**config.mk**
```make
export PLATFORM = sky130hd
export DESIGN_NAME = ao_current_ctrl
export DESIGN_NICKNAME = d
export VERILOG_FILES = /design/src/hdl/ao_current_pkg.sv /design/src/hdl/conv_if.sv /design/src/hdl/cur_channel_conv.sv /design/src/hdl/ao_current_ctrl.sv
export SDC_FILE = /design/constraint.sdc
export NUM_CORES = 2
export LEC_CHECK = 0
export BUFFER_PORTS_ARGS = -buffer_cell sky130_fd_sc_hd__clkbuf_2
export CAP_MARGIN = 30
export CORE_MARGIN = 2
export CORE_UTILIZATION = 45
export CTS_BUF_LIST = sky130_fd_sc_hd__clkbuf_8 sky130_fd_sc_hd__clkbuf_16
export DETAILED_ROUTE_END_ITERATION = 8
export GPL_ROUTABILITY_DRIVEN = 0
export MAX_ROUTING_LAYER = met4
export PLACE_DENSITY = 0.64
export SYNTH_ARGS = -nofsm -noshare
export SYNTH_HDL_FRONTEND = slang
export SYNTH_SLANG_ARGS = --single-unit
```
**constraint.sdc**
```tcl
create_clock -name core_clk_i -period 10.75 [get_ports core_clk_i]
set_input_delay 0 -clock core_clk_i [delete_from_list [all_inputs] [get_ports core_clk_i]]
set_output_delay 0 -clock core_clk_i [all_outputs]
set_load 0.005 [all_outputs]
```
**src/hdl/ao_current_pkg.sv**
```systemverilog
package ao_current_pkg;

  // ==========================================================
  // Geometry
  localparam int              NUM_CH          = 4;
  localparam int              IMG_AW          = 3;
  localparam int              PAR_AW          = 3;
  localparam logic [2:0]      PAR_CODE_FIRST  = 3'h2;
  localparam logic [2:0]      PAR_CODE_LAST   = 3'h5;
  localparam logic [7:0]      PAR_RSVD_VALUE  = 8'h00;

  // ==========================================================
  // Function codes
  localparam logic [7:0]      FN_KEEP         = 8'h00;
  localparam logic [7:0]      FN_K16_4_20     = 8'h04;
  localparam logic [7:0]      FN_K16_0_20     = 8'h06;
  localparam logic [7:0]      FN_K27_4_20     = 8'h0c;
  localparam logic [7:0]      FN_K27_0_20     = 8'h0e;
  localparam logic [7:0]      FN_OFF          = 8'hff;
  localparam logic [7:0]      FN_DEFAULT      = FN_K27_0_20;

  // ==========================================================
  // Code limits and rated full scale
  localparam logic signed [15:0] K16_OVER     = 16'sh5000;
  localparam logic signed [15:0] K16_UNDER    = 16'shf000;
  localparam logic signed [15:0] K16_FULL     = 16'sh4000;
  localparam logic signed [15:0] K27_OVER     = 16'sh7eff;
  localparam logic signed [15:0] K27_UNDER    = 16'she500;
  localparam logic signed [15:0] K27_FULL     = 16'sh6c00;
  localparam logic signed [15:0] CODE_ZERO    = 16'sh0000;

  // ==========================================================
  // Scaling to microamps, Q16 slopes
  localparam int              FRAC_BITS       = 16;
  localparam int              PROD_W          = 35;
  localparam logic [17:0]     SCALE_K16_4_20  = 18'h0fa00;
  localparam logic [17:0]     SCALE_K16_0_20  = 18'h13880;
  localparam logic [17:0]     SCALE_K27_4_20  = 18'h09426;
  localparam logic [17:0]     SCALE_K27_0_20  = 18'h0b92f;
  localparam logic signed [PROD_W-1:0] ROUND_HALF = 35'sh000008000;
  localparam logic [15:0]     LIVE_ZERO_UA    = 16'h0fa0;
  localparam logic [15:0]     FULL_UA         = 16'h4e20;
  localparam logic [15:0]     K16_0_20_OVER_UA = 16'h61a8;
  localparam logic [15:0]     UA_ZERO         = 16'h0000;

  // ==========================================================
  // Timing
  localparam int              CLK_MHZ         = 40;
  localparam int              UPDATE_CYCLE_US = 700;
  localparam int              UPDATE_CYCLES_DEF = UPDATE_CYCLE_US * CLK_MHZ;
  localparam int              CNT_W           = 15;

  typedef enum logic [0:0] {ST_NV_LOAD, ST_RUN} run_state_t;

endpackage

```
**src/hdl/conv_if.sv**
```systemverilog
`timescale 1ns/1ps
interface conv_if;
  logic        [7:0]  code;
  logic signed [15:0] value;
  logic        [15:0] current_ua;
  logic               active;

  modport ctrl (output code, output value, input current_ua, input active);
  modport conv (input code, input value, output current_ua, output active);
endinterface

```
**src/hdl/cur_channel_conv.sv**
```systemverilog
`timescale 1ns/1ps
module cur_channel_conv
  import ao_current_pkg::*;
(
  input  wire logic core_clk_i,
  input  wire logic reset_n_i,
  input  wire logic ce_i,
  conv_if.conv      ch
);

  typedef struct packed {
    logic [15:0] current_ua;
    logic        active;
  } conv_state_t;

  conv_state_t st_reg;
  conv_state_t st_next;

  logic                     in_range;
  logic [17:0]              scale;
  logic [15:0]              offset;
  logic signed [PROD_W-1:0] prod;
  logic signed [18:0]       ua_wide;

  // ==========================================================
  // Code to current mapping
  always_comb begin
    in_range = 1'b0;
    scale    = SCALE_K27_0_20;
    offset   = UA_ZERO;
    case (ch.code)
      FN_K16_4_20: begin
        in_range = (ch.value >= K16_UNDER) && (ch.value <= K16_OVER);
        scale    = SCALE_K16_4_20;
        offset   = LIVE_ZERO_UA;
      end
      FN_K16_0_20: begin
        in_range = (ch.value >= CODE_ZERO) && (ch.value <= K16_OVER);
        scale    = SCALE_K16_0_20;
      end
      FN_K27_4_20: begin
        in_range = (ch.value >= K27_UNDER) && (ch.value <= K27_OVER);
        scale    = SCALE_K27_4_20;
        offset   = LIVE_ZERO_UA;
      end
      FN_K27_0_20: begin
        in_range = (ch.value >= CODE_ZERO) && (ch.value <= K27_OVER);
        scale    = SCALE_K27_0_20;
      end
      default: begin
        in_range = 1'b0;
      end
    endcase
    prod    = ch.value * $signed({1'b0, scale}) + ROUND_HALF;
    ua_wide = prod[PROD_W-1:FRAC_BITS] + $signed({3'b000, offset});
    st_next = st_reg;
    if (ce_i) begin
      st_next.active = in_range || ((ch.code != FN_OFF) && (ch.code != FN_KEEP));
      if (!in_range || ua_wide[18]) begin
        st_next.current_ua = UA_ZERO;
      end else begin
        st_next.current_ua = ua_wide[15:0];
      end
      if (ch.code == FN_OFF) begin
        st_next.active = 1'b0;
      end
    end
  end

  always_ff @(posedge core_clk_i) begin
    if (!reset_n_i) begin
      st_reg <= '{current_ua: UA_ZERO, active: 1'b0};
    end else begin
      st_reg <= st_next;
    end
  end

  assign ch.current_ua = st_reg.current_ua;
  assign ch.active     = st_reg.active;
endmodule

```
**src/hdl/ao_current_ctrl.sv**
```systemverilog
`timescale 1ns/1ps
module ao_current_ctrl
  import ao_current_pkg::*;
#(
  parameter int UPDATE_CYCLES = UPDATE_CYCLES_DEF
) (
  input  wire logic                    core_clk_i,
  input  wire logic                    reset_n_i,
  input  wire logic                    ce_i,
  input  wire logic                    img_wr_i,
  input  wire logic [IMG_AW-1:0]       img_addr_i,
  input  wire logic [7:0]              img_data_i,
  input  wire logic                    par_wr_i,
  input  wire logic                    par_rd_i,
  input  wire logic [PAR_AW-1:0]       par_addr_i,
  input  wire logic [7:0]              par_wdata_i,
  output      logic [7:0]              par_rdata_o,
  input  wire logic                    nv_valid_i,
  input  wire logic [NUM_CH*8-1:0]     nv_image_i,
  output      logic                    nv_write_o,
  output      logic [NUM_CH*8-1:0]     nv_image_o,
  output      logic [NUM_CH-1:0][15:0] ch_current_ua_o,
  output      logic [NUM_CH-1:0]       ch_active_o,
  output      logic                    update_stb_o
);

  localparam logic [CNT_W-1:0] CNT_LAST = CNT_W'(UPDATE_CYCLES - 1);
  localparam logic [CNT_W-1:0] CNT_ONE  = 15'h0001;

  // Over-range end points of the output, in microamps
  localparam logic [15:0] K16_4_20_OVER_UA = 16'h5dc0;
  localparam logic [15:0] K27_4_20_OVER_UA = 16'h591e;
  localparam logic [15:0] K27_0_20_OVER_UA = 16'h5bde;

  // ==========================================================
  // State
  typedef struct packed {
    run_state_t              state;
    logic [NUM_CH-1:0][15:0] image;
    logic [NUM_CH-1:0][15:0] applied;
    logic [NUM_CH-1:0][7:0]  codes;
    logic [CNT_W-1:0]        cycle_cnt;
    logic                    update_stb;
    logic                    nv_write;
    logic [7:0]              par_rdata;
  } ctl_state_t;

  localparam ctl_state_t RST_STATE = '{
    state:      ST_NV_LOAD,
    image:      '0,
    applied:    '0,
    codes:      {NUM_CH{FN_DEFAULT}},
    cycle_cnt:  '0,
    update_stb: 1'b0,
    nv_write:   1'b0,
    par_rdata:  PAR_RSVD_VALUE
  };

  ctl_state_t st_reg;
  ctl_state_t st_next;

  // Only codes that select a real mode may be stored
  function automatic logic code_ok(input logic [7:0] code);
    logic ok;
    case (code)
      FN_K16_4_20: ok = 1'b1;
      FN_K16_0_20: ok = 1'b1;
      FN_K27_4_20: ok = 1'b1;
      FN_K27_0_20: ok = 1'b1;
      FN_OFF:     ok = 1'b1;
      default:    ok = 1'b0;
    endcase
    return ok;
  endfunction

  logic             par_is_code;
  logic [1:0]       par_idx;
  logic [1:0]       img_ch;

  assign par_is_code = (par_addr_i >= PAR_CODE_FIRST) && (par_addr_i <= PAR_CODE_LAST);
  assign par_idx     = 2'(par_addr_i - PAR_CODE_FIRST);
  assign img_ch      = img_addr_i[IMG_AW-1:1];

  // ==========================================================
  // Next state
  always_comb begin
    st_next = st_reg;
    if (ce_i) begin
      st_next.update_stb = 1'b0;
      st_next.nv_write   = 1'b0;

      case (st_reg.state)
        ST_NV_LOAD: begin
          if (nv_valid_i) begin
            for (int i = 0; i < NUM_CH; i++) begin
              if (code_ok(nv_image_i[i*8 +: 8])) begin
                st_next.codes[i] = nv_image_i[i*8 +: 8];
              end
            end
            st_next.state = ST_RUN;
          end
        end
        ST_RUN: begin
          // Reserved bytes, 00h and unknown codes fall through untouched
          if (par_wr_i && par_is_code && code_ok(par_wdata_i)) begin
            if (par_wdata_i != st_reg.codes[par_idx]) begin
              st_next.codes[par_idx] = par_wdata_i;
              st_next.nv_write       = 1'b1;
            end
          end
        end
        default: begin
          st_next.state = ST_NV_LOAD;
        end
      endcase

      // Big-endian byte pairs in the output image
      if (img_wr_i) begin
        if (!img_addr_i[0]) begin
          st_next.image[img_ch][15:8] = img_data_i;
        end else begin
          st_next.image[img_ch][7:0]  = img_data_i;
        end
      end

      if (par_rd_i) begin
        if (par_is_code) begin
          st_next.par_rdata = st_reg.codes[par_idx];
        end else begin
          st_next.par_rdata = PAR_RSVD_VALUE;
        end
      end

      // Update cycle: all channels take a fresh snapshot together
      if (st_reg.cycle_cnt >= CNT_LAST) begin
        st_next.cycle_cnt  = '0;
        st_next.applied    = st_reg.image;
        st_next.update_stb = 1'b1;
      end else begin
        st_next.cycle_cnt  = st_reg.cycle_cnt + CNT_ONE;
      end
    end
  end

  always_ff @(posedge core_clk_i) begin
    if (!reset_n_i) begin
      st_reg <= RST_STATE;
    end else begin
      st_reg <= st_next;
    end
  end

  // ==========================================================
  // Channel converters
  conv_if cif [NUM_CH] ();

  generate
    for (genvar g = 0; g < NUM_CH; g++) begin : g_ch
      assign cif[g].code       = st_reg.codes[g];
      assign cif[g].value      = $signed(st_reg.applied[g]);
      assign ch_current_ua_o[g] = cif[g].current_ua;
      assign ch_active_o[g]     = cif[g].active;

      cur_channel_conv u_conv (
        .core_clk_i (core_clk_i),
        .reset_n_i  (reset_n_i),
        .ce_i       (ce_i),
        .ch         (cif[g].conv)
      );
    end
  endgenerate

  // ==========================================================
  // Outputs
  assign par_rdata_o  = st_reg.par_rdata;
  assign nv_write_o   = st_reg.nv_write;
  assign nv_image_o   = st_reg.codes;
  assign update_stb_o = st_reg.update_stb;

  generate
    for (genvar g = 0; g < NUM_CH; g++) begin : g_chk

    end
  endgenerate
endmodule

```
Yosys cells after proc, flatten, opt, wreduce, memory -nomap -nowiden:

Cells that the tools add are included.

* flip-flop bits (word level): 254
* bits in latches: 0
* RAM bits: 0
* ROM bits: 0
* bits of input ports: 61
* output and inout port bits: 110
* logic and storage cells: 248
* memories: 0

* add/subtract/negate cells: 10
* multipliers: 4
* divide/modulo/power cells: 0
* $lt $le $gt $ge: 27
* eq/ne operators: 57
* shift-type cells: 0
* multiplexer cells: 67
* bitwise operators: 1
* reduce and logical (&&, ||, !) cells: 57

Operators by type and width (number)
* case mux 17 bit (3 select lines): 4
* equality test 8 x 3 -> 1 bit, second input constant: 18
* equality test 8 x 4 -> 1 bit, second input constant: 18
* adder 35 x 17 -> 35 bit, second input constant: 4
* multiplier 16 x 18 -> 34 bit: 4
* bitwise mux 64 bit: 2
* less-or-equal comparator 16 bit, second input constant: 8
* two-way mux 32 bit: 3
* two-way mux 16 bit: 5
* adder 19 x 12 -> 19 bit: 4
* equality test 8 bit, second input constant: 9
* demux 16 bit (select 2 bit): 2
* >= comparator 16 x 1 -> 1 bit, second input constant: 4
* >= comparator 16 x 13 -> 1 bit, second input constant: 4
* >= comparator 16 x 14 -> 1 bit, second input constant: 4
* two-way mux 64 bit: 1
* two-way mux 8 bit: 8
* case mux 32 bit (2 select lines): 1
* two-way mux 12 bit: 4
* bitwise mux 32 bit: 1
* inequality test 8 bit, second input constant: 4
* nonzero test 8 bit: 4
* two-way mux 1 bit: 29
* logical AND 1 bit: 25
* 21 further kinds: 53

Longest topological paths before layout:

* word-level depth: 9
* mapped depth: 47
* gate-level depth less buffers: 43

By module:

A second synthesis with hierarchy kept.

* cells, all modules: 5581
* area total of the unflattened synthesis: 48679.2 µm²

By module, submodules not included
* cur_channel_conv (g_ch[2].u_conv): instances 1, cells an instance 1173, area each 10237.3 µm², sequential area each 340.3 µm²
* cur_channel_conv (g_ch[3].u_conv): instances 1, cells an instance 1186, area each 10214.8 µm², sequential area each 340.3 µm²
* cur_channel_conv (g_ch[1].u_conv): instances 1, cells an instance 1186, area each 10211.0 µm², sequential area each 340.3 µm²
* cur_channel_conv (g_ch[0].u_conv): instances 1, cells an instance 1159, area each 9982.1 µm², sequential area each 340.3 µm²
* ao_current_ctrl: instances 1, cells an instance 877, area each 8034.0 µm², sequential area each 3723.6 µm²

Worst setup path after synthesis:

OpenSTA, ideal clock, no wires.

* kind: reg-to-reg
* start point: register st_reg (netlist bit cif[0].code[0])
* end point: register g_ch[0].u_conv.st_reg (netlist bit g_ch[0].u_conv.ch.current_ua[13])
* setup time: 117 ps
* arrival: 9408 ps
* data required time: 10633 ps
* slack: 1225 ps
* cell stages (with the launch flop): 36
* period minus slack after synthesis: 9525 ps
* path through: dfxtp_1 > or4_4 > nor4_1 > clkbuf_1 > nor2_1 > fa_1 > inv_1 > fa_1 > fa_1 > inv_1 > fa_1 > fa_1 > inv_1 > fa_1 > inv_1 > ha_1 > a21oi_1 > o21ai_1 > a2111oi_4 > nor2_1 > xor2_1 > ha_1 > o2111ai_1 > or4bb_1 > nor4_1 > xor2_1 > ha_1 > inv_1 > o21bai_1 > a21oi_1 > o21bai_1 > a211o_1 > a21boi_0 > a21oi_1 > xnor2_1 > a22o_1

* cells in the longest elaborated chain, start to end: 7
* elaborated cells between the ends (all ways): 14
* classes of those cells: 2 x add/sub; 1 x mul; 4 x eq/ne; 4 x mux; 3 x reduce/logical

RTL lines
* start, declared: line ao_current_ctrl.sv:59 `ctl_state_t st_reg;`
* start signal, assigned: line ao_current_ctrl.sv:149 `st_reg <= st_next;`
* equality test 8 x 4 -> 1 bit / equality test 8 x 3 -> 1 bit (equally long branches): line cur_channel_conv.sv:31 `case (ch.code)`
* case mux 17 bit (3 select lines): line cur_channel_conv.sv:31
* multiplier 16 x 18 -> 34 bit: line cur_channel_conv.sv:54 `prod = ch.value * $signed({1'b0, scale}) + ROUND_HALF;`
* adder 35 x 17 -> 35 bit: line cur_channel_conv.sv:54
* adder 19 x 12 -> 19 bit: line cur_channel_conv.sv:55 `ua_wide = prod[PROD_W-1:FRAC_BITS] + $signed({3'b000, offset});`
* logical OR 1 bit: line cur_channel_conv.sv:59 `if (!in_range || ua_wide[18]) begin`
* two-way mux 16 bit *: line cur_channel_conv.sv:59
* end signal, assigned: line cur_channel_conv.sv:72 `st_reg <= '{current_ua: UA_ZERO, active: 1'b0};`
* end signal, assigned: line cur_channel_conv.sv:74 `st_reg <= st_next;`
* end, declared: line cur_channel_conv.sv:16 `conv_state_t st_reg;`

Every way passes the cells marked *; elsewhere a longest branch is shown, timed or not.
A chain may end at the register's enable or synchronous reset.

Worst setup path in the final report:

* start point: register st_reg (netlist bit cif[3].code[7])
* end point: register g_ch[3].u_conv.st_reg (netlist bit g_ch[3].u_conv.ch.current_ua[7])

* cells in the longest elaborated chain, start to end: 7
* elaborated cells between the ends (all ways): 14
* classes of those cells: 2 x add/sub; 1 x mul; 4 x eq/ne; 4 x mux; 3 x reduce/logical

RTL lines (line)
* equality test 8 x 4 -> 1 bit / equality test 8 x 3 -> 1 bit (equally long branches): cur_channel_conv.sv:31
* case mux 17 bit (3 select lines): cur_channel_conv.sv:31
* multiplier 16 x 18 -> 34 bit: cur_channel_conv.sv:54
* adder 35 x 17 -> 35 bit: cur_channel_conv.sv:54
* adder 19 x 12 -> 19 bit: cur_channel_conv.sv:55
* logical OR 1 bit: cur_channel_conv.sv:59
* two-way mux 16 bit *: cur_channel_conv.sv:59
* end signal, assigned: cur_channel_conv.sv:72
* end signal, assigned: cur_channel_conv.sv:74
* end, declared: cur_channel_conv.sv:16

Marked as above.

==> flow_summary_export.csv <==
group,metric,value,unit
run_status,outcome,"complete, no violations",
global_route,grt_pass1_vias,37800,
floorplanning,die-area,106000,sq um
synthesis,synth_seq_cells,254,
setup_path,ff2ff_setup_slack,0.61,ns
floorplanning,start_util,45.5,%
synthesis,synth.most_common_cell,"inv_1",
sta,post-route-period-util,94.3,%
global_route,antenna_found_initial,6,
worst_hold_path,whs_path_depth,5,
cts,cts_buffers,30,
setup_path,cp_max_fo,14,
sta,finalSetupViolCount,0,
floorplanning,die_y,325,um
setup_path,worstSetupPathType,"reg -> reg",
synthesis,syn-num-nets,6793,
cts,cts.path.max_buffers,3,
sta,skew,0.0179,ns
setup_path,crit_slowest_cell,"or4_1",
floorplanning,row_count,117,
cts,cts_tree,"yes",
setup_path,r2r_cells,34,
routing,vias_per_cell,5.33,
synthesis,synth_warnings,0,
synthesis,synthFlopType,"dfxtp_1",
setup_path,cpMostUsedCell,"fa_1",
synthesis,ys_async_sr_fraction,0,%
worst_hold_path,min_path_type,"in -> reg",
cells_and_area,utilization,49.0,%
setup_path,startpoint,"cif[3].code[7]",
sta,fmax,98.6,MHz
global_route,grt_pass1_wl,206,mm
setup_path,r2r_start,"cif[3].code[7]",
worst_hold_path,hold_start,"img_addr_i[1]",
floorplanning,core_area,102000,sq um
cts,cts_max_level,1,
sta,drv_slew,0,
global_route,overflow,0,
setup_path,arrival,10.66,ns
sta,worst_pin_slew,0.988,ns
routing,drtIter0Drc,2738,
cells_and_area,nets,6857,
sta,slew_headroom,34.0,%
sta,fin_crit,10.14,ns
synthesis,synth_top_area_cell,"fa_1",
floorplanning,num_io_pins,171,
synthesis,netlist.area_leader.share,30.0,%
global_route,gr-usage-all-layers,25.0,%
power_and_ir_drop,power_density,43.5,nW/um^2
flow_run,maxCapViolations,0,
setup_path,critPathMaxStageDelay,0.65,ns
routing,vias,36700,
routing,drc_errors,0,
synthesis,syn_inst,5423,
cells_and_area,drive_gt1_share,6.66,%
sta,hold_viol,0,
setup_path,worstSetupEndpointType,"register",
cts,worst_skew_pair.late_latency,0.61,ns
cells_and_area,largest_register_ffs,80,
synthesis,ys_top_cells_by_area,"fa_1, ha_1, dfxtp_1",
cts,cts.clk_slew.worst_paths,0.06,ns
cells_and_area,stdcell_area,50000,sq um
placement,port_buffers,170,
setup_path,cp_data_required_time,11.27,ns
synthesis,synth-seq-area-share,10.9,%
synthesis,synth_edf_count,0,
power_and_ir_drop,p_leak,26.6,nW
cts,cts_sinks,254,
worst_hold_path,hold-path-endpoint,"st_reg[127]",
synthesis,synth_common_cells,"inv_1, fa_1, ha_1",
routing,postRouteAntennaNets,0,
setup_path,worst_setup_path_start_kind,"register",
power_and_ir_drop,vdd_ir_drop_max,0.116,mV
routing,wl,127,mm
placement,placed_area,48500,sq um
setup_path,r2r-end,"g_ch[3].u_conv.ch.current_ua[7]",
cells_and_area,final_cells,6882,
placement,dp_cells,6790,
global_route,grt_max_degree,88,
synthesis,netlist_area,46500,sq um
placement,dpl.hpwl,108,mm
routing,dr.pass1.iters,6,
cts,cts_root_buf,"clkbuf_16",
routing,wire_per_inst,18.5,um
cells_and_area,syn_to_final_growth,7.52,%
floorplanning,die_x,325,um
synthesis,synth_cell_types,88,
synthesis,synth_area_per_cell,8.57,sq um
==> critical path, delay by kind of cell (launching register included) <==
| family | cells | cell delay [ns] |
|---|---|---|
| DFF | 1 | 0.35 |
| buffers and inverters | 6 | 0.48 |
| AOI/OAI and AO/OA | 6 | 1.53 |
| adders and majority gates | 8 | 3.69 |
| xor gates and xnor gates | 2 | 0.40 |
| and+or+nand+nor | 12 | 3.57 |
==> cells by family (layout without fill, tap and decap cells) <==
| kind of cell | after synthesis | after routing | synth area share (%) |
|---|---|---|---|
| and+or+nand+nor | 1480 | 1480 | 15.3 |
| buffers and inverters | 1387 | 1475 | 11.6 |
| adders and majority gates | 1309 | 1309 | 46.5 |
| AOI/OAI and AO/OA | 731 | 731 | 10.3 |
| DFF | 254 | 254 | 10.9 |
| xor gates and xnor gates | 174 | 174 | 3.28 |
| muxes | 88 | 88 | 2.12 |
| other | 0 | 3 | 0 |
==> how the worst max path moves through the flow <==
stage                                             endpoint  depth (start not counted)
after floorplan           g_ch[0].u_conv.ch.current_ua[13]                         35
after global placement    g_ch[3].u_conv.ch.current_ua[13]                         36
after detailed placement  g_ch[0].u_conv.ch.current_ua[13]                         37
after CTS                 g_ch[0].u_conv.ch.current_ua[13]                         37
after global routing      g_ch[3].u_conv.ch.current_ua[13]                         34
final                      g_ch[3].u_conv.ch.current_ua[7]                         34
==> through the flow <==
step,TNS [ns],hold slack [ns],total power (W),worst slack (ns)
floorplan,0,0.145,0.00104,1.22
finish,0,0.0367,0.00217,0.610
detailed placement,0,0.284,0.00110,0.319
global route,-0.0913,0.0405,0.00224,-0.0386
CTS,0,0.00190,0.00219,0.280
global placement,0,0.283,0.00109,0.576
==> area by class of cell <==
class	instances	area (sq um)
tap	1368	1710
timing repair buffer	263	1640
multi-input combinational	3782	36100
inverter	1156	4340
sequential	254	5080
clock inverter	20	238
clock buffer	36	833
antenna	3	7.51
fill	9746	52100
==> layout by cell type (no fill, tap or decap), types with 18 or more instances in the layout <==
master	instances
a21o_1	47
a21oi_1	237
a22o_1	28
a31oi_1	18
and2_1	149
and3_1	52
buf_4	62
clkbuf_16	30
clkbuf_2	170
dfxtp_1	254
dlygate4sd3_1	30
fa_1	696
ha_1	613
inv_1	1157
mux2i_1	77
nand2_1	512
nand2b_1	30
nand3_1	71
nand4_1	62
nor2_1	338
nor2b_1	50
nor3_1	59
nor4_1	31
o211ai_1	29
o21a_1	25
o21ai_0	128
o21ai_1	22
o21bai_1	25
or3_1	24
xnor2_1	117
xor2_1	55
==> power breakdown <==
| part | leakage (nW) | internal, W | switching, W | total, W |
|---|---|---|---|---|
| registers | 2.05 | 0.000949 | 0.00000870 | 0.000957 |
| clock network | 0.529 | 0.000631 | 0.000455 | 0.00109 |
| logic | 24.0 | 0.0000419 | 0.0000868 | 0.000129 |
| total | 26.6 | 0.00162 | 0.000550 | 0.00217 |
==> repair_timing <==
item	4_1_cts	5_1_grt
resized for setup	0	21
setup buffers	0	3
hold buffers	30	0
endpoints found under the hold margin	101	0
endpoints found under the setup margin	0	59
==> metal layers <==
metal,GRT usage [%],up-vias,wire (um)
met3,4.68,167,10100
met2,38.6,1202,56500
met4,6.29,0,3730
li1,-,17500,-
met5,-,-,0
met1,33.9,17800,56900
(Power assumes the default switching activity.)
